[src/shared/cst_cfg.svh]
`ifndef CST_CFG_SVH
`define CST_CFG_SVH
// ---------------------------------------------------------------
// Opcodes
// ---------------------------------------------------------------
`define CST_OP_SWTRAP    8'h83
`define CST_OP_TAP       8'h84
`define CST_OP_FLG2ACC   8'h85
`define CST_OP_PAIR2SP   8'h94
`define CST_OP_SP2PAIR   8'h95
`define CST_OP_ACC2X     8'h97
`define CST_OP_X2ACC     8'h9F
`define CST_OP_WAIT      8'h8F
`define CST_OP_PREFIX    8'h9E
`define CST_OP_TEST_DIR  8'h3D
`define CST_OP_TEST_A    8'h4D
`define CST_OP_TEST_X    8'h5D
`define CST_OP_TEST_IX1  8'h6D
`define CST_OP_TEST_IX   8'h7D
`define CST_OP_LDA_ABS   8'hC6
`define CST_OP_LDA_OFS16 8'hD6
`define CST_OP_CBEQ_IX1P 8'h61
`define CST_OP_BRSET0    8'h00
`define CST_OP_BRCLR0    8'h01
`define CST_OP_MOV_DIXP  8'h5E
`define CST_OP_MOV_IMMD  8'h6E
`define CST_OP_MOV_IXPD  8'h7E
// ---------------------------------------------------------------
// Flag register layout and reset values
// ---------------------------------------------------------------
`define CST_CCR_V        7
`define CST_CCR_I        3
`define CST_CCR_N        2
`define CST_CCR_Z        1
`define CST_CCR_C        0
`define CST_CCR_IMASK    8'h08
`define CST_CCR_ONES     8'h60
`define CST_CCR_RST      8'h68
`define CST_SP_RST       16'h00FF
`define CST_PC_RST       16'h0000
`define CST_VEC_HI       16'hFFFC
`define CST_VEC_LO       16'hFFFD
`define CST_ZERO_PAGE    8'h00
`endif

[src/shared/cst_pkg.sv]
package cst_pkg;
  typedef enum logic [1:0] {
    st_decode = 2'b00,
    st_exec   = 2'b01,
    st_halt   = 2'b10
  } cst_state_t;
endpackage : cst_pkg

[src/hw/cst_addr_add.sv]
`timescale 1ns/10ps
module cst_addr_add #(
  parameter int W = 16
) (
  input  wire logic [W-1:0] base_in,
  input  wire logic [W-1:0] ofs_in,
  output logic      [W-1:0] sum_out
);
  // Wraps modulo 2**W like the address bus
  assign sum_out = base_in + ofs_in;
endmodule : cst_addr_add

[src/hw/cst_core.sv]
// Notes on behaviour
// - Trap 83 bumps PC, pushes PC low, PC high, X, A, flags; 9 cycles.
// - After stacking trap sets mask, loads PC from vector, other flags kept.
// - Wait 8F clears mask only, issues in one cycle.
// - After wait, execution holds still until an interrupt request.
// - Test subtracts zero: V cleared, N and Z updated, H I C kept.
// - Test forms 3D/4D/5D/6D/7D/9E6D take 3/1/1/3/2/4 cycles.
// - 16-bit indexed offset: high byte first, added to index pair.
// - Extended address taken from two bytes, high byte first.
// - Offset8 post-increment: address is index pair plus offset, then pair increments.
// - Moves: direct to indexed+, indexed+ to direct, immediate to direct.
// - Bit test branch reads direct address then signed branch offset.
`timescale 1ns/10ps
`include "cst_cfg.svh"
module cst_core
  import cst_pkg::*;
(
  input  wire logic        clk_in,
  input  wire logic        rst_n_in,
  input  wire logic [7:0]  mem_rdata_in,
  input  wire logic        irq_in,
  output logic      [15:0] mem_addr_out,
  output logic      [7:0]  mem_wdata_out,
  output logic             mem_we_out,
  output logic             opcode_strobe_out,
  output logic             halted_out,
  output logic      [7:0]  acc_out,
  output logic      [7:0]  x_out,
  output logic      [7:0]  h_out,
  output logic      [15:0] sp_out,
  output logic      [15:0] pc_out,
  output logic      [7:0]  ccr_out
);
  // ---------------------------------------------------------------
  // State
  // ---------------------------------------------------------------
  cst_state_t  state,     next_state;
  logic [3:0]  step,      next_step;
  logic [7:0]  opc,       next_opc;
  logic        pre,       next_pre;
  logic [7:0]  tmp,       next_tmp;
  logic [7:0]  acc,       next_acc;
  logic [7:0]  xl,        next_xl;
  logic [7:0]  xh,        next_xh;
  logic [15:0] sp,        next_sp;
  logic [15:0] pc,        next_pc;
  logic [7:0]  flag_register,       next_ccr;
  logic [15:0] mem_addr,  next_mem_addr;
  logic [7:0]  mem_wdata, next_mem_wdata;
  logic        mem_we,    next_mem_we;
  logic        strobe,    next_strobe;
  logic        halted,    next_halted;
  logic        fin;
  logic        opf;
  logic        set_nz;
  logic        taken;
  logic [15:0] hx;
  logic [15:0] idx_sum;
  logic [15:0] br_sum;
  logic [7:0]  ofs_hi;
  logic [7:0]  nz_src;
  logic        nz_n;
  logic        nz_z;

  assign hx     = {xh, xl};
  assign ofs_hi = (opc == `CST_OP_LDA_OFS16) ? tmp : `CST_ZERO_PAGE;
  assign nz_src = (state == st_decode) ?
                  ((mem_rdata_in == `CST_OP_TEST_X) ? xl : acc) :
                  ((opc == `CST_OP_MOV_IMMD) ? tmp : mem_rdata_in);

  // ---------------------------------------------------------------
  // Address adders and zero test
  // ---------------------------------------------------------------
  cst_addr_add #(.W(16)) u_idx_add (
    .base_in (pre ? sp : hx),
    .ofs_in  ({ofs_hi, mem_rdata_in}),
    .sum_out (idx_sum)
  );

  cst_addr_add #(.W(16)) u_br_add (
    .base_in (pc),
    .ofs_in  ({{8{mem_rdata_in[7]}}, mem_rdata_in}),
    .sum_out (br_sum)
  );

  cst_nz_flags #(.W(8)) u_nz (
    .val_in   (nz_src),
    .neg_out  (nz_n),
    .zero_out (nz_z)
  );

  // ---------------------------------------------------------------
  // Next state
  // ---------------------------------------------------------------
  always_comb begin
    next_state     = state;
    next_step      = step;
    next_opc       = opc;
    next_pre       = pre;
    next_tmp       = tmp;
    next_acc       = acc;
    next_xl        = xl;
    next_xh        = xh;
    next_sp        = sp;
    next_pc        = pc;
    next_ccr       = flag_register;
    next_mem_addr  = mem_addr;
    next_mem_wdata = mem_wdata;
    next_mem_we    = 1'b0;
    next_strobe    = 1'b0;
    next_halted    = halted;
    fin            = 1'b0;
    opf            = 1'b0;
    set_nz         = 1'b0;
    taken          = 1'b0;
    case (state)
      st_decode: begin
        next_opc  = mem_rdata_in;
        next_step = 4'd1;
        if (!pre && mem_rdata_in == `CST_OP_PREFIX) begin
          next_pre    = 1'b1;
          opf         = 1'b1;
          next_strobe = 1'b1;
        end else if (pre) begin
          if (mem_rdata_in == `CST_OP_TEST_IX1) begin
            opf        = 1'b1;
            next_state = st_exec;
          end else begin
            fin = 1'b1;
          end
        end else begin
          case (mem_rdata_in)
            `CST_OP_TEST_A, `CST_OP_TEST_X: begin
              set_nz = 1'b1;
              fin    = 1'b1;
            end
            `CST_OP_FLG2ACC: begin
              next_acc = flag_register;
              fin      = 1'b1;
            end
            `CST_OP_ACC2X: begin
              next_xl = acc;
              fin     = 1'b1;
            end
            `CST_OP_X2ACC: begin
              next_acc = xl;
              fin      = 1'b1;
            end
            `CST_OP_WAIT: begin
              next_ccr[`CST_CCR_I] = 1'b0;
              next_halted          = 1'b1;
              next_state           = st_halt;
            end
            `CST_OP_SWTRAP: begin
              // PC already points past the opcode here
              next_mem_addr  = sp;
              next_mem_wdata = pc[7:0];
              next_mem_we    = 1'b1;
              next_sp        = sp - 16'h0001;
              next_state     = st_exec;
            end
            `CST_OP_TAP, `CST_OP_SP2PAIR, `CST_OP_PAIR2SP: begin
              next_state = st_exec;
            end
            `CST_OP_TEST_IX: begin
              next_mem_addr = hx;
              next_state    = st_exec;
            end
            `CST_OP_TEST_DIR, `CST_OP_TEST_IX1, `CST_OP_LDA_ABS, `CST_OP_LDA_OFS16,
            `CST_OP_CBEQ_IX1P, `CST_OP_BRSET0, `CST_OP_BRCLR0,
            `CST_OP_MOV_DIXP, `CST_OP_MOV_IXPD, `CST_OP_MOV_IMMD: begin
              opf        = 1'b1;
              next_state = st_exec;
            end
            default: begin
              // Opcodes outside this slice retire as one-cycle no-ops
              fin = 1'b1;
            end
          endcase
        end
      end
      st_exec: begin
        next_step = step + 4'd1;
        case (opc)
          `CST_OP_SWTRAP: begin
            case (step)
              4'd1, 4'd2, 4'd3, 4'd4: begin
                next_mem_addr = sp;
                next_mem_we   = 1'b1;
                next_sp       = sp - 16'h0001;
                case (step)
                  4'd1:    next_mem_wdata = pc[15:8];
                  4'd2:    next_mem_wdata = xl;
                  4'd3:    next_mem_wdata = acc;
                  default: next_mem_wdata = flag_register;
                endcase
              end
              4'd5: begin
                next_ccr[`CST_CCR_I] = 1'b1;
                next_mem_addr        = `CST_VEC_HI;
              end
              4'd6: begin
                next_tmp      = mem_rdata_in;
                next_mem_addr = `CST_VEC_LO;
              end
              4'd7: next_pc = {tmp, mem_rdata_in};
              default: fin = 1'b1;
            endcase
          end
          `CST_OP_TAP: begin
            next_ccr = acc | `CST_CCR_ONES;
            fin      = 1'b1;
          end
          `CST_OP_SP2PAIR: begin
            {next_xh, next_xl} = sp + 16'h0001;
            fin                = 1'b1;
          end
          `CST_OP_PAIR2SP: begin
            next_sp = hx - 16'h0001;
            fin     = 1'b1;
          end
          `CST_OP_TEST_IX: begin
            set_nz = 1'b1;
            fin    = 1'b1;
          end
          `CST_OP_TEST_DIR, `CST_OP_TEST_IX1: begin
            if (step == 4'd1) begin
              next_mem_addr = (opc == `CST_OP_TEST_DIR) ?
                              {`CST_ZERO_PAGE, mem_rdata_in} : idx_sum;
            end else begin
              set_nz = 1'b1;
              fin    = 1'b1;
            end
          end
          `CST_OP_LDA_ABS, `CST_OP_LDA_OFS16: begin
            case (step)
              4'd1: begin
                next_tmp = mem_rdata_in;
                opf      = 1'b1;
              end
              4'd2: begin
                next_mem_addr = (opc == `CST_OP_LDA_ABS) ?
                                {tmp, mem_rdata_in} : idx_sum;
              end
              default: begin
                next_acc = mem_rdata_in;
                set_nz   = 1'b1;
                fin      = 1'b1;
              end
            endcase
          end
          `CST_OP_CBEQ_IX1P: begin
            case (step)
              4'd1: next_mem_addr = idx_sum;
              4'd2: begin
                next_tmp           = mem_rdata_in;
                {next_xh, next_xl} = hx + 16'h0001;
                opf                = 1'b1;
              end
              default: begin
                taken = (acc == tmp);
                fin   = 1'b1;
              end
            endcase
          end
          `CST_OP_BRSET0, `CST_OP_BRCLR0: begin
            case (step)
              4'd1: next_mem_addr = {`CST_ZERO_PAGE, mem_rdata_in};
              4'd2: begin
                next_tmp = mem_rdata_in;
                opf      = 1'b1;
              end
              default: begin
                next_ccr[`CST_CCR_C] = tmp[0];
                taken = (tmp[0] == (opc == `CST_OP_BRSET0));
                fin   = 1'b1;
              end
            endcase
          end
          `CST_OP_MOV_DIXP, `CST_OP_MOV_IXPD, `CST_OP_MOV_IMMD: begin
            case (step)
              4'd1: begin
                next_tmp = mem_rdata_in;
                if (opc == `CST_OP_MOV_DIXP) begin
                  next_mem_addr = {`CST_ZERO_PAGE, mem_rdata_in};
                end else if (opc == `CST_OP_MOV_IXPD) begin
                  next_mem_addr      = hx;
                  {next_xh, next_xl} = hx + 16'h0001;
                end else begin
                  opf = 1'b1;
                end
              end
              4'd2: begin
                next_mem_we = 1'b1;
                set_nz      = 1'b1;
                case (opc)
                  `CST_OP_MOV_DIXP: begin
                    next_mem_addr      = hx;
                    next_mem_wdata     = mem_rdata_in;
                    {next_xh, next_xl} = hx + 16'h0001;
                  end
                  `CST_OP_MOV_IXPD: begin
                    next_mem_addr  = {`CST_ZERO_PAGE, tmp};
                    next_mem_wdata = mem_rdata_in;
                  end
                  default: begin
                    next_mem_addr  = {`CST_ZERO_PAGE, mem_rdata_in};
                    next_mem_wdata = tmp;
                  end
                endcase
              end
              default: fin = 1'b1;
            endcase
          end
          default: fin = 1'b1;
        endcase
      end
      st_halt: begin
        // Everything but the wake-up test stays frozen
        if (irq_in) begin
          next_halted = 1'b0;
          fin         = 1'b1;
        end
      end
      default: next_state = st_decode;
    endcase
    if (set_nz) begin
      next_ccr[`CST_CCR_V] = 1'b0;
      next_ccr[`CST_CCR_N] = nz_n;
      next_ccr[`CST_CCR_Z] = nz_z;
    end
    if (taken) begin
      next_pc = br_sum;
    end
    if (opf || fin) begin
      next_mem_addr = next_pc;
      next_pc       = next_pc + 16'h0001;
    end
    if (fin) begin
      next_state  = st_decode;
      next_strobe = 1'b1;
      next_pre    = 1'b0;
    end
  end

  // ---------------------------------------------------------------
  // Registers
  // ---------------------------------------------------------------
  always_ff @(posedge clk_in or negedge rst_n_in) begin
    if (!rst_n_in) begin
      state     <= st_decode;
      step      <= 4'h0;
      opc       <= 8'h00;
      pre       <= 1'b0;
      tmp       <= 8'h00;
      acc       <= 8'h00;
      xl        <= 8'h00;
      xh        <= 8'h00;
      sp        <= `CST_SP_RST;
      pc        <= `CST_PC_RST + 16'h0001;
      flag_register       <= `CST_CCR_RST;
      mem_addr  <= `CST_PC_RST;
      mem_wdata <= 8'h00;
      mem_we    <= 1'b0;
      strobe    <= 1'b1;
      halted    <= 1'b0;
    end else begin
      state     <= next_state;
      step      <= next_step;
      opc       <= next_opc;
      pre       <= next_pre;
      tmp       <= next_tmp;
      acc       <= next_acc;
      xl        <= next_xl;
      xh        <= next_xh;
      sp        <= next_sp;
      pc        <= next_pc;
      flag_register       <= next_ccr;
      mem_addr  <= next_mem_addr;
      mem_wdata <= next_mem_wdata;
      mem_we    <= next_mem_we;
      strobe    <= next_strobe;
      halted    <= next_halted;
    end
  end

  assign mem_addr_out      = mem_addr;
  assign mem_wdata_out     = mem_wdata;
  assign mem_we_out        = mem_we;
  assign opcode_strobe_out = strobe;
  assign halted_out        = halted;
  assign acc_out           = acc;
  assign x_out             = xl;
  assign h_out             = xh;
  assign sp_out            = sp;
  assign pc_out            = pc;
  assign ccr_out           = flag_register;

  logic dec_ok;
  assign dec_ok = strobe && !pre && (state == st_decode);
endmodule : cst_core

[src/hw/cst_nz_flags.sv]
`timescale 1ns/10ps
module cst_nz_flags #(
  parameter int W = 8
) (
  input  wire logic [W-1:0] val_in,
  output logic              neg_out,
  output logic              zero_out
);
  logic [W-1:0] diff;
  // Subtracting zero never borrows, so only sign and zero matter
  assign diff     = val_in - {W{1'b0}};
  assign neg_out  = diff[W-1];
  assign zero_out = (diff == {W{1'b0}});
endmodule : cst_nz_flags

[config.mk]
export PLATFORM = sky130hd
export DESIGN_NAME = cst_core
export DESIGN_NICKNAME = d
export VERILOG_FILES = /design/src/shared/cst_pkg.sv /design/src/hw/cst_addr_add.sv /design/src/hw/cst_core.sv /design/src/hw/cst_nz_flags.sv
export VERILOG_INCLUDE_DIRS = /design/src /design/src/shared
export SDC_FILE = /design/constraint.sdc
export NUM_CORES = 1
export LEC_CHECK = 0
export ABC_AREA = 1
export BUFFER_PORTS_ARGS = -buffer_cell sky130_fd_sc_hd__buf_2
export CAP_MARGIN = 25
export CORE_MARGIN = 2
export CORE_UTILIZATION = 35
export DETAILED_ROUTE_END_ITERATION = 7
export PLACE_DENSITY = 0.53
export SYNTH_ARGS = -nofsm -noshare
export SYNTH_HDL_FRONTEND = slang
export SYNTH_SLANG_ARGS = --single-unit
export TNS_END_PERCENT = 100
[constraint.sdc]
create_clock -name clk_in -period 3.4 [get_ports clk_in]
set_input_delay 0 -clock clk_in [delete_from_list [all_inputs] [get_ports clk_in]]
set_output_delay 0 -clock clk_in [all_outputs]
set_load 0.01 [all_outputs]
; Yosys cells after proc, flatten, opt, wreduce, memory -nomap -nowiden
; Cells that the tools add are included.
[word_totals]
register_bits = 112
elab_cells = 301
output_inout_bits = 91
input_bits = 11
[classes]
add_sub_neg = 8
muxes = 136
eq_ne = 91
n_reduce_logical = 47
[ops]
columns = cell, count
row1 = 16-bit 2-to-1 mux, 21
row2 = 8-bit 2-to-1 mux, 28
row3 = 16-bit one-hot mux with 2 select lines, 6
row4 = "8-bit equality test, second input constant", 17
row5 = "8-bit by 7-bit equality test with 1-bit output, second input constant", 14
row6 = 8-bit one-hot mux with 2 select lines, 7
row7 = 16-bit one-hot mux with 6 select lines, 1
row8 = 8-bit one-hot mux with 3 select lines, 4
row9 = "16-bit by 1-bit adder with 16-bit output, second input constant", 3
row10 = 16-bit one-hot mux with 3 select lines, 1
row11 = 1-bit 2-to-1 mux, 43
row12 = "4-bit inequality test, second input constant", 9
row13 = 16-bit adder, 2
row14 = "16-bit by 1-bit subtractor with 16-bit output, second input constant", 2
row15 = "3-bit inequality test, second input constant", 9
row16 = 8-bit zero test, 3
row17 = 1-bit one-hot mux with 2 select lines, 9
row18 = 6-bit AND reduction, 3
row19 = "4-bit by 3-bit equality test with 1-bit output, second input constant", 4
row20 = "8-bit by 1-bit equality test with 1-bit output, second input constant", 2
row21 = "8-bit by 6-bit equality test with 1-bit output, second input constant", 2
row22 = "2-bit by 1-bit inequality test with 1-bit output, second input constant", 8
row23 = 16-bit OR reduction, 1
row24 = 15-bit OR reduction, 1
row25 = 44 further kinds, 82

; Depth between registers and ports, before layout
; Gate-level depths: netlist (run 1).
[depth]
ltp_word = 9
ltp_mapped = 21
depth_no_buf = 21

; Cells and area by module
; A second synthesis (run 1) with hierarchy kept.
[unflattened]
hier_cells = 2011
hier_area_um2 = 12196.7
[by_module_without_submodules]
columns = module, n_inst, area_each_um2, cells_per_inst
row1 = cst_core, 1, 10298.6, 1651
row2 = cst_addr_add (u_idx_add), 1, 933.4, 176
row3 = cst_addr_add (u_br_add), 1, 930.9, 176
row4 = cst_nz_flags, 1, 33.8, 8

; Worst setup path before layout (run 1)
; OpenSTA, ideal clock, no wires.
[synth_path]
kind = register to register
startpoint = reg pre
endpoint = reg mem_addr[9] (netlist: mem_addr_out[9])
setup_slack_ns = 0.811
synth_period_minus_slack_ns = 2.589
setup_time_ns = 0.124
arrival_time_ns = 2.465
stages_incl_launch_ff = 19
path_buffers = 2
path_cell_list = dfrtp_1 -> clkbuf_1 -> clkbuf_1 -> nand2_1 -> o21ai_0 -> ha_1 -> nand3_1 -> nand2_1 -> a21oi_1 -> o21bai_1 -> nand2_1 -> nand2_1 -> or2_2 -> nand3_1 -> nand2_1 -> nand3_1 -> nand2_1 -> nand2_1 -> nand3_1
[synth_via]
elab_chain_cells = 7
elab_cells_between_ends = 32
cone_classes = add/sub (1) / eq/ne (11) / mux (15) / reduce/logical (5)
[synth_lines]
columns = element, line
row1 = "start, declared", cst_core.sv:40  ; logic pre, next_pre;
row2 = "start signal, assigned", cst_core.sv:371  ; pre <= next_pre;
row3 = 16-bit 2-to-1 mux or 1-bit zero test (tied branches), -
row4 = 16-bit adder or 1-bit logical AND (tied branches), -
row5 = "16-bit 2-to-1 mux, or another cell as far along", cst_core.sv:242  ; next_mem_addr = (opc == `CST_OP_LDA_ABS) ?
row6 = "16-bit 2-to-1 mux, or another cell as far along", cst_core.sv:236  ; case (step)
row7 = 16-bit one-hot mux with 6 select lines or 1-bit logical OR (tied branches), "cst_core.sv:184, cst_core.sv:335"
row8 = "16-bit one-hot mux with 2 select lines, or another cell as far along", cst_core.sv:116  ; case (state)
row9 = 16-bit 2-to-1 mux or 12-bit AND reduction (tied branches), -
row10 = "end signal, assigned", cst_core.sv:362  ; mem_addr <= `CST_PC_RST;
row11 = "end signal, assigned", cst_core.sv:379  ; mem_addr <= next_mem_addr;
row12 = "end, declared", cst_core.sv:48  ; logic [15:0] mem_addr, next_mem_addr;
; Parallel ways exist; a longest one is shown, timed or not. The select of a mux whose other input is x is not followed.
; A chain may end at the register's enable or synchronous reset.

; Final worst setup path (run 1)
[layout_path]
startpoint = reg xl[0] (netlist: x_out[0])
endpoint = reg mem_addr[10] (netlist: mem_addr_out[10])
[layout_via]
elab_chain_cells = 7
elab_cells_between_ends = 10
cone_classes = add/sub (1) / mux (9)
[layout_lines]
columns = element, line
row1 = "start, declared", cst_core.sv:43  ; logic [7:0] xl, next_xl;
row2 = "start signal, assigned", cst_core.sv:374  ; xl <= next_xl;
row3 = 16-bit 2-to-1 mux (*), cst_core.sv:75  ; .base_in (pre ? sp : hx),
row4 = 16-bit adder (*), cst_addr_add.sv:10  ; assign sum_out = base_in + ofs_in;
row5 = 16-bit 2-to-1 mux (on tied branches), "cst_core.sv:242, cst_core.sv:228"
row6 = 16-bit 2-to-1 mux (on tied branches), "cst_core.sv:236, cst_core.sv:227"
row7 = 16-bit one-hot mux with 6 select lines (*), cst_core.sv:184  ; case (opc)
row8 = 16-bit one-hot mux with 2 select lines (*), cst_core.sv:116
row9 = 16-bit 2-to-1 mux (*), cst_core.sv:335  ; if (opf || fin) begin
; Every way passes the cells marked *; elsewhere a longest branch is shown, timed or not. The select of a mux whose other input is x is not followed.

==> reports/results.tsv, run 1 <==
stage	metric	value	unit
global_route	initial antenna violation count	0	
power_and_ir_drop	Clk pwr share	18.9	%
power_and_ir_drop	internal power	3480	µW
timing	unrepaired setup endpoints after global routing	no	
power_and_ir_drop	sequential cell fraction of total power	30.9	%
timing	Final Hold Violating Endpoints	0	
setup_path	critical path fanouts, max	8	
setup_path	CP required	3680	ps
timing	min cycle time layout	3200	ps
timing	endpoints failing setup	0	
timing	Slew HR	47.9	%
global_route	first-pass GRT wire length	84.2	mm
floorplan	Core ar.	33400	µm²
synthesis	Commonest cells post-synth	nand2_1 (584), inv_1 (212), o21ai_0 (188)	
floorplan	DIE WIDTH	188	µm
placement	Placed Area	13100	µm²
clock_network	CTS Sinks	112	
power_and_ir_drop	Peak VDD IR	0.278	mV
floorplan	initial core utilization	35.4	%
global_route	Congestion Overflow GR	0	
clock_network	CTS root buffer	clkbuf_16	
placement	PortBufs	99	
cells_and_area	share of layout cells above drive strength 1	14.0	%
setup_path	Setup crit end kind	flip-flop	
route	# DRC	0	
flow_run	Max Cap Viol	0	
power_and_ir_drop	Logic pwr share	50.2	%
synthesis	post-synthesis area per instance	6.08	µm²
clock_network	CTS tree	yes	
cells_and_area	Area Growth Syn to Fin	13.5	%
clock_network	worst-skew pair later-pin latency	410	ps
floorplan	I/O pins	102	
synthesis	top-area cell type share of the netlist area	21.4	%
route	Iter 0 DRT Violations	1500	
clock_network	# Post-CTS Setup Buffers	0	
route	Vias per Instance	5.59	
power_and_ir_drop	Switching Fraction	48.8	%
timing	Final Skew	18.3	ps
timing	Worst-Margin Slew	774	ps
setup_path	Worst EP arrival	3480	ps
timing	Slew Viols, Final	0	
clock_network	Max clock buf depth	2	
synthesis	Yosys cell types	60	
setup_path	internal reg-to-reg setup slack	200	ps
synthesis	asr flop ratio synth	100	%
synthesis	top-count cell post-synth	nand2_1	
power_and_ir_drop	Switch Pwr	3310	µW
global_route	vias in the first global route	13400	
route	DRT antenna net count	0	
synthesis	Warnings, synthesis	0	
floorplan	row count	67	
clock_network	Reg clk slew, reported paths	90	ps
global_route	overall global routing resource usage	31.7	%
synthesis	dominant cell type by area after synthesis	dfrtp_1	
global_route	largest net degree at the start of global routing	69	
setup_path	CP Class	reg2reg	
synthesis	mapped cell area	11800	µm²
power_and_ir_drop	total power per unit cell area	505	nW/µm²
route	Vias	14000	
run_status	status	complete, no violations	
synthesis	register area share after synthesis	23.8	%
route	Routed Wire Length	55.5	mm
route	mean routed wirelength per cell	22.1	µm
floorplan	die area	35300	µm²
synthesis	largest cells by area after synthesis	dfrtp_1 (21%), nand2_1 (19%), o21ai_0 (8.0%)	
placement	placer congestion estimate	1.06	
timing	period utilisation layout	94.1	%
route	Detailed Routing Iterations Pass 1	5	
cells_and_area	Post-Layout Inst Area	13400	µm²
clock_network	H-Tree Depth	3	
synthesis	Post-synth EDFFs	0	
clock_network	Num CTS Buffers	9	
cells_and_area	diodes inserted	0	
synthesis	Main synth FF type	dfrtp_1	
power_and_ir_drop	Leak	0.00681	µW
placement	HPWL Detailed	43.7	mm
floorplan	die height	188	µm
hold_path	HP Class	in2reg	
timing	Setup TNS	0	ps
synthesis	FF+latch count, synth	112	
synthesis	Synth Instances	1946	
cells_and_area	Final Net Count	2111	
setup_path	Startpoint Class	flip-flop	
timing	fmax	313	MHz
-- placed cells by master (no fill, tap or decap), types with 42 or more instances in the layout --
| master | count |
|---|---|
| inv_1 | 212 |
| ha_1 | 42 |
| nand2_1 | 584 |
| o21ai_0 | 187 |
| nor2_1 | 160 |
| buf_4 | 70 |
| nand3_1 | 143 |
| buf_2 | 98 |
| dfrtp_1 | 100 |
| a21oi_1 | 88 |
-- timing repair --
action	CTS	global route
endpoints found under the hold margin	42	0
gates resized for setup	0	3
endpoints found under the setup margin	0	6
hold buffers	2	0
-- stage by stage --
stage	utilization, %	instances	worst slack (ps)	total power (µW)	hold WS (ps)
finish	40.2	2508	200	6780	99.0
detailed placement	39.2	2490	217	5450	87.3
floorplan	-	1947	811	3980	-296
global route	40.2	2508	13.3	7230	95.2
global placement	39.2	2490	223	5470	82.5
CTS	40.2	2508	205	6760	68.8
-- cells by family after synthesis --
kind of cell    after synthesis  synth area share (%)
compound gates              396                  19.1
xor+xnor                     43                  3.19
fa+ha+maj                    45                  4.89
buf+inv                     320                  10.9
flops                       112                  23.8
mux                           2                 0.190
other cells                   1                0.0317
simple gates               1027                  37.9
-- per-layer routing --
| layer | vias up | GRT usage [%] | routed length, µm |
|---|---|---|---|
| li1 | 6628 | - | - |
| met1 | 6630 | 43.4 | 24500 |
| met5 | - | 0 | 0 |
| met2 | 647 | 48.4 | 23900 |
| met3 | 118 | 5.78 | 4640 |
| met4 | 0 | 14.2 | 2550 |
-- worst max-delay path: stages (launching register included) --
cell and delay [ps]:
dfrtp_2 530, inv_1 250, o21ai_0 130, ha_1 230, fa_1 410, nand3_1 90, nand2_1 140, nand2_1 90
nand2_1 60, inv_1 130, o21bai_1 100, o21ai_0 280, a21oi_1 180, o21ai_0 330, nand3_1 110
-- path summary, 6_finish.rpt --
path | from | cells after the start | end
min in group asynchronous | rst_n_in | 2 | opc[2]
max reg2reg | x_out[0] | 14 | mem_addr_out[10]
max | x_out[0] | 14 | mem_addr_out[10]
min reg2reg | mem_wdata_out[0] | 2 | mem_wdata_out[0]
max in group asynchronous | rst_n_in | 3 | sp_out[3]
min | mem_rdata_in[3] | 3 | opc[3]
-- layout make-up --
type / count / area [µm²]
Clock inverter: 7 / 106
Clock buffer: 9 / 225
Sequential cell: 112 / 2820
Fill cell: 3763 / 19900
Multi-Input combinational cell: 1515 / 7730
Inverter: 246 / 923
Timing Repair Buffer: 171 / 1060
Tap cell: 448 / 561
-- flip-flops by register name (all words and copies together), names as in the netlist, 2 cells and up --
name           cells
mem_addr_out      16
state              2
mem_wdata_out      8
step               4
pc_out            16
ccr_out            6
sp_out            16
acc_out            8
x_out              8
h_out              8
opc                8
tmp                8
-- power by group through the flow --
stage          Combinational [µW]  Clock, µW  Sequential, µW
2_1_floorplan                1910          0            2070
3_5_place_dp                 3340          0            2110
3_3_place_gp                 3360          0            2110
4_1_cts                      3370       1310            2080
6_report                     3400       1290            2100
5_1_grt                      3760       1350            2120
Power figures use the tool's default switching activity.
==> inputs of run 2 (changes only) <==
--- a/config.mk
+++ b/config.mk
@@ -11,6 +11,7 @@
 export CAP_MARGIN = 25
 export CORE_MARGIN = 2
 export CORE_UTILIZATION = 35
+export CTS_BUF_LIST = sky130_fd_sc_hd__clkbuf_4
 export DETAILED_ROUTE_END_ITERATION = 7
 export PLACE_DENSITY = 0.53
 export SYNTH_ARGS = -nofsm -noshare
==> reports/results.tsv, run 2 (synthesis results as in run 1) <==
stage	metric	value	unit
run_status	status	complete, no violations	
timing	Final Skew	40.0	ps
timing	min cycle time layout	3230	ps
global_route	largest net degree at the start of global routing	69	
floorplan	die area	35300	µm²
power_and_ir_drop	Leak	0.00680	µW
setup_path	CP Class	reg2reg	
power_and_ir_drop	internal power	3130	µW
setup_path	CP bufs+invs	2	
cells_and_area	Finished Layout Cells	2519	
flow_run	Max Cap Viol	0	
route	Routed Wire Length	55.8	mm
setup_path	Startpoint Class	flip-flop	
setup_path	Setup crit end kind	flip-flop	
cells_and_area	most frequent cells in the layout	nand2_1 (584), inv_1 (212), o21ai_0 (187)	
setup_path	Worst EP arrival	3750	ps
route	Vias per Instance	5.58	
clock_network	worst-skew pair later-pin latency	630	ps
cells_and_area	area of the multi-input gates	7730	µm²
timing	Slew HR	48.3	%
placement	post-place setup slack	217	ps
global_route	overall global routing resource usage	31.8	%
power_and_ir_drop	Peak VDD IR	0.303	mV
global_route	initial antenna violation count	1	
setup_path	Crit path max-delay family	compound AO/OA/AOI/OAI gates	
power_and_ir_drop	sequential cell fraction of total power	32.7	%
global_route	first-pass GRT wire length	84.5	mm
floorplan	I/O pins	102	
route	Detailed Routing Iterations Pass 1	6	
power_and_ir_drop	Switching Fraction	51.1	%
route	mean routed wirelength per cell	22.2	µm
clock_network	Max clock buf depth	2	
timing	Final WS setup	169	ps
route	DRT antenna net count	0	
cells_and_area	Area Growth Syn to Fin	13.2	%
power_and_ir_drop	Logic pwr share	53.5	%
setup_path	critical path fanouts, max	8	
placement	PortBufs	99	
timing	endpoints failing setup	0	
power_and_ir_drop	Clk pwr share	13.9	%
clock_network	CTS Sinks	112	
timing	unrepaired setup endpoints after global routing	no	
timing	Final Hold Violating Endpoints	0	
cells_and_area	most common cell after layout, fill and taps aside	nand2_1	
global_route	Congestion Overflow GR	0	
placement	HPWL Detailed	43.7	mm
timing	Slew Viols, Final	0	
timing	Setup TNS	0	ps
placement	placer congestion estimate	1.06	
floorplan	Core ar.	33400	µm²
cells_and_area	Final Net Count	2121	
cells_and_area	share of layout cells above drive strength 1	14.0	%
placement	Inst Count DP	2490	
setup_path	slowest stage cell, crit path	dfrtp_2	
route	Iter 0 DRT Violations	1554	
route	# DRC	0	
global_route	vias in the first global route	13400	
clock_network	CTS tree	yes	
floorplan	row count	67	
power_and_ir_drop	total power per unit cell area	478	nW/µm²
route	Vias	14100	
floorplan	DIE WIDTH	188	µm
clock_network	Num CTS Buffers	9	
clock_network	H-Tree Depth	3	
power_and_ir_drop	Switch Pwr	3270	µW
setup_path	critical path's largest stage delay	570	ps
floorplan	die height	188	µm
clock_network	Reg clk slew, reported paths	210	ps
hold_path	HP Class	in2reg	
clock_network	CTS root buffer	clkbuf_4	
setup_path	CP required	3920	ps
cells_and_area	Reg area	2820	µm²
timing	period utilisation layout	95.0	%
floorplan	initial core utilization	35.4	%
timing	Worst-Margin Slew	768	ps
cells_and_area	FILL cells	3777	
timing	fmax	309	MHz
setup_path	crit-path cells	inv_1 -> o21ai_0 -> ha_1 -> fa_1 -> nand3_1 -> nand2_1 -> nand2_1 -> nand2_1 -> inv_1 -> o21bai_1 -> o21ai_0 -> a21oi_1 -> o21ai_0 -> nand3_1	
[run 2: cell types whose count changed in the layout (fill, tap and decap cells not counted)]
cell / delta
clkbuf_16: -9
clkbuf_4: +9
buf_16: +1
dlygate4sd3_1: +9
diode_2: +1
[run 2: layer usage]
metal  vias to the layer above  wire [µm]  share of wire (%)  global-route usage, %
li1                       6659          -                  -                      -
met5                         -          0                  0                      0
met4                         0       2240                4.0                   13.1
met2                       715      24500                 44                   49.3
met3                       117       5040                9.0                   6.27
met1                      6561      24100                 43                   43.2
[run 2: power groups by stage]
stage	combinational [µW]	clock, µW	sequential, µW
3_3_place_gp	3360	0	2110
3_5_place_dp	3340	0	2110
5_1_grt	3770	949	2120
6_report	3420	887	2090
4_1_cts	3380	906	2080
2_1_floorplan	1910	0	2070
[run 2: path summary, 6_finish.rpt]
check | startpoint | endpoint | slack (ps) | depth (start not counted)
max | x_out[0] | mem_addr_out[10] | 170 | 14
min | irq_in | halted_out | 300 | 5
max reg2reg | x_out[0] | mem_addr_out[10] | 170 | 14
min reg2reg | mem_wdata_out[0] | mem_wdata_out[0] | 500 | 2
max in group asynchronous | rst_n_in | sp_out[3] | 2410 | 4
min in group asynchronous | rst_n_in | sp_out[5] | 500 | 3
[run 2: worst reg2reg max path, stage by stage (launching register included)]
cell      delay, ps
dfrtp_2         570
inv_1           260
o21ai_0         140
ha_1            230
fa_1            410
nand3_1          90
nand2_1         150
nand2_1         100
nand2_1          60
inv_1           130
o21bai_1        100
o21ai_0         280
a21oi_1         190
o21ai_0         310
nand3_1         110
[run 2: area by class of cell]
| cell class | count | share of cell area (%) |
|---|---|---|
| Inverter | 246 | 6.90 |
| Multi-Input combinational cell | 1515 | 57.8 |
| Antenna cell | 1 | 0.0187 |
| Sequential cell | 112 | 21.0 |
| Clock inverter | 7 | 0.794 |
| Timing Repair Buffer | 181 | 8.77 |
| Clock buffer | 9 | 0.505 |
| Tap cell | 448 | 4.19 |
[run 2: what timing repair did]
action | in CTS | in global routing
endpoints found under the setup margin | 0 | 6
resized for setup | 0 | 3
buffers inserted | 0 | 0
hold buffers | 12 | 0
hold endpoints to repair | 125 | 0
[run 2: through the flow]
| stage | total power [µW] | hold slack, ps | utilization, % | cell area, µm² |
|---|---|---|---|---|
| 6_report | 6400 | 297 | 40.1 | 13400 |
| 5_1_grt | 6840 | 321 | 40.1 | 13400 |
| 4_1_cts | 6370 | 276 | 40.1 | 13400 |
| 3_5_place_dp | 5450 | 87.3 | 39.2 | 13100 |
| 3_3_place_gp | 5470 | 82.5 | 39.2 | 13100 |
| 2_1_floorplan | 3980 | -296 | - | 11800 |
==> inputs of run 3 (changes only) <==
--- a/config.mk
+++ b/config.mk
@@ -10,10 +10,10 @@
 export BUFFER_PORTS_ARGS = -buffer_cell sky130_fd_sc_hd__buf_2
 export CAP_MARGIN = 25
 export CORE_MARGIN = 2
-export CORE_UTILIZATION = 35
+export CORE_UTILIZATION = 55
 export CTS_BUF_LIST = sky130_fd_sc_hd__clkbuf_4
 export DETAILED_ROUTE_END_ITERATION = 7
-export PLACE_DENSITY = 0.53
+export PLACE_DENSITY = 0.75
 export SYNTH_ARGS = -nofsm -noshare
 export SYNTH_HDL_FRONTEND = slang
 export SYNTH_SLANG_ARGS = --single-unit
==> reports/results.tsv, run 3 (synthesis results as in run 1) <==
stage	metric	value	unit
timing	min cycle time layout	3280	ps
power_and_ir_drop	Leak	0.00673	µW
route	Iter 0 DRT Violations	1890	
placement	PortBufs	99	
cells_and_area	Final Util	61.9	%
setup_path	Setup crit end kind	flip-flop	
timing	WHS	-11.2	ps
floorplan	row count	53	
timing	Final Hold Violating Endpoints	5	
cells_and_area	share of layout cells above drive strength 1	13.6	%
timing	Setup TNS	0	ps
clock_network	Num CTS Buffers	9	
clock_network	worst-skew pair later-pin latency	560	ps
placement	HPWL Detailed	40.2	mm
setup_path	R2R Path Start	x_out[0]	
route	Vias per Instance	6.23	
route	Detailed Routing Iterations Pass 1	7	
route	Vias	14600	
timing	unrepaired setup endpoints after global routing	no	
timing	fmax	305	MHz
timing	Final Skew	63.2	ps
clock_network	H-Tree Depth	3	
clock_network	Max clock buf depth	2	
setup_path	critical path fanouts, max	8	
global_route	Congestion Overflow GR	0	
floorplan	DIE WIDTH	151	µm
setup_path	reg2reg end	mem_addr_out[10]	
setup_path	CP Class	reg2reg	
global_route	vias in the first global route	13100	
clock_network	CTS root buffer	clkbuf_4	
global_route	initial antenna violation count	1	
timing	Slew Viols, Final	0	
timing	period utilisation layout	96.4	%
setup_path	Startpoint Class	flip-flop	
route	Routed Wire Length	51.6	mm
cells_and_area	Final Net Count	2112	
timing	Worst-Margin Slew	751	ps
global_route	overall global routing resource usage	45.3	%
placement	placer congestion estimate	1.11	
power_and_ir_drop	Peak VDD IR	0.374	mV
hold_path	HP Class	in2async	
cells_and_area	most frequent cells in the layout	nand2_1 (584), inv_1 (212), o21ai_0 (188)	
cells_and_area	Area Growth Syn to Fin	10.3	%
clock_network	Reg clk slew, reported paths	260	ps
flow_run	Max Cap Viol	0	
route	# DRC	0	
setup_path	Worst EP arrival	3750	ps
floorplan	die area	22700	µm²
run_status	status	finished with violations	
floorplan	I/O pins	102	
clock_network	CTS Sinks	112	
route	mean routed wirelength per cell	22.1	µm
setup_path	worst r2r path cells	14	
route	DRT antenna net count	0	
run_status	failing checks	hold timing	
setup_path	internal reg-to-reg setup slack	120	ps
clock_network	CTS tree	yes	
global_route	first-pass GRT wire length	76.9	mm
floorplan	die height	151	µm
power_and_ir_drop	total power per unit cell area	479	nW/µm²
cells_and_area	FILL cells	2087	
timing	Slew HR	49.9	%
global_route	largest net degree at the start of global routing	69	
setup_path	CP required	3870	ps
cells_and_area	most common cell after layout, fill and taps aside	nand2_1	
timing	endpoints failing setup	0	
floorplan	initial core utilization	56.1	%
floorplan	Core ar.	21100	µm²
[run 3: cell count changes in the layout (fill, tap and decap cells not counted), sizes merged]
cell,previous run,this run
clkinv,7,8
bufinv,2,0
buf,170,164
diode,1,2
dlygate4sd3,11,8
inv,244,245
[run 3: layout make-up]
class | count | area, µm² | area share [%]
multi-input cells | 1515 | 7730 | 59.3
flip-flops and latches | 112 | 2820 | 21.6
repair buffers | 172 | 1070 | 8.17
inverters | 246 | 923 | 7.08
well taps | 275 | 344 | 2.64
clock inverters | 7 | 91.3 | 0.700
clock buffers | 9 | 67.6 | 0.518
diodes | 2 | 5.00 | 0.0384
[run 3: worst max-delay path by stage]
stage                         from          endpoint  slack, ps  depth (start not counted)
final                     x_out[0]  mem_addr_out[10]        120                         14
after global placement    x_out[0]  mem_addr_out[10]        220                         14
after global routing        opc[0]  mem_addr_out[14]         20                         18
after floorplan                pre   mem_addr_out[9]        810                         18
after CTS                 x_out[0]  mem_addr_out[10]        280                         14
after detailed placement  x_out[0]  mem_addr_out[10]        270                         14
[run 3: worst max-delay path, cell delays in order, from the launching register on]
cell and delay (ps):
dfrtp_1 620, inv_1 290, o21ai_0 140, ha_1 240, fa_1 420, nand3_1 90, nand2_1 140, nand2_1 90
nand2_1 80, inv_1 150, o21bai_1 90, o21ai_0 230, a21oi_1 120, o21ai_0 400, nand3_1 120
[run 3: repair_timing]
item                       CTS  global route
gates resized for setup      0             1
setup endpoints to repair    0             1
hold buffers                 8             0
hold endpoints to repair    62             0
setup buffers                0             0
[run 3: report_power, final]
part	total (µW)	internal [µW]	switching [µW]
clock	796	191	605
sequential	2110	1650	462
combinational	3340	1150	2200
total	6250	2990	3260
[run 3: routing by layer]
layer	GRT usage [%]	part of all wire, %
met2	68.2	43
met1	60.8	38
met4	22.3	5.9
met3	10.9	13
met5	0	0
[run 3: through the flow]
stage	hold WS (ps)	cells	total power, µW	setup WS, ps	area [µm²]
after global routing	27.4	2338	6610	24.7	13000
after global placement	82.4	2312	5300	222	12800
after detailed placement	87.8	2312	5340	271	12800
after CTS	7.96	2336	6130	282	13000
final	-11.2	2338	6250	121	13000
after floorplan	-296	1947	3980	811	11800
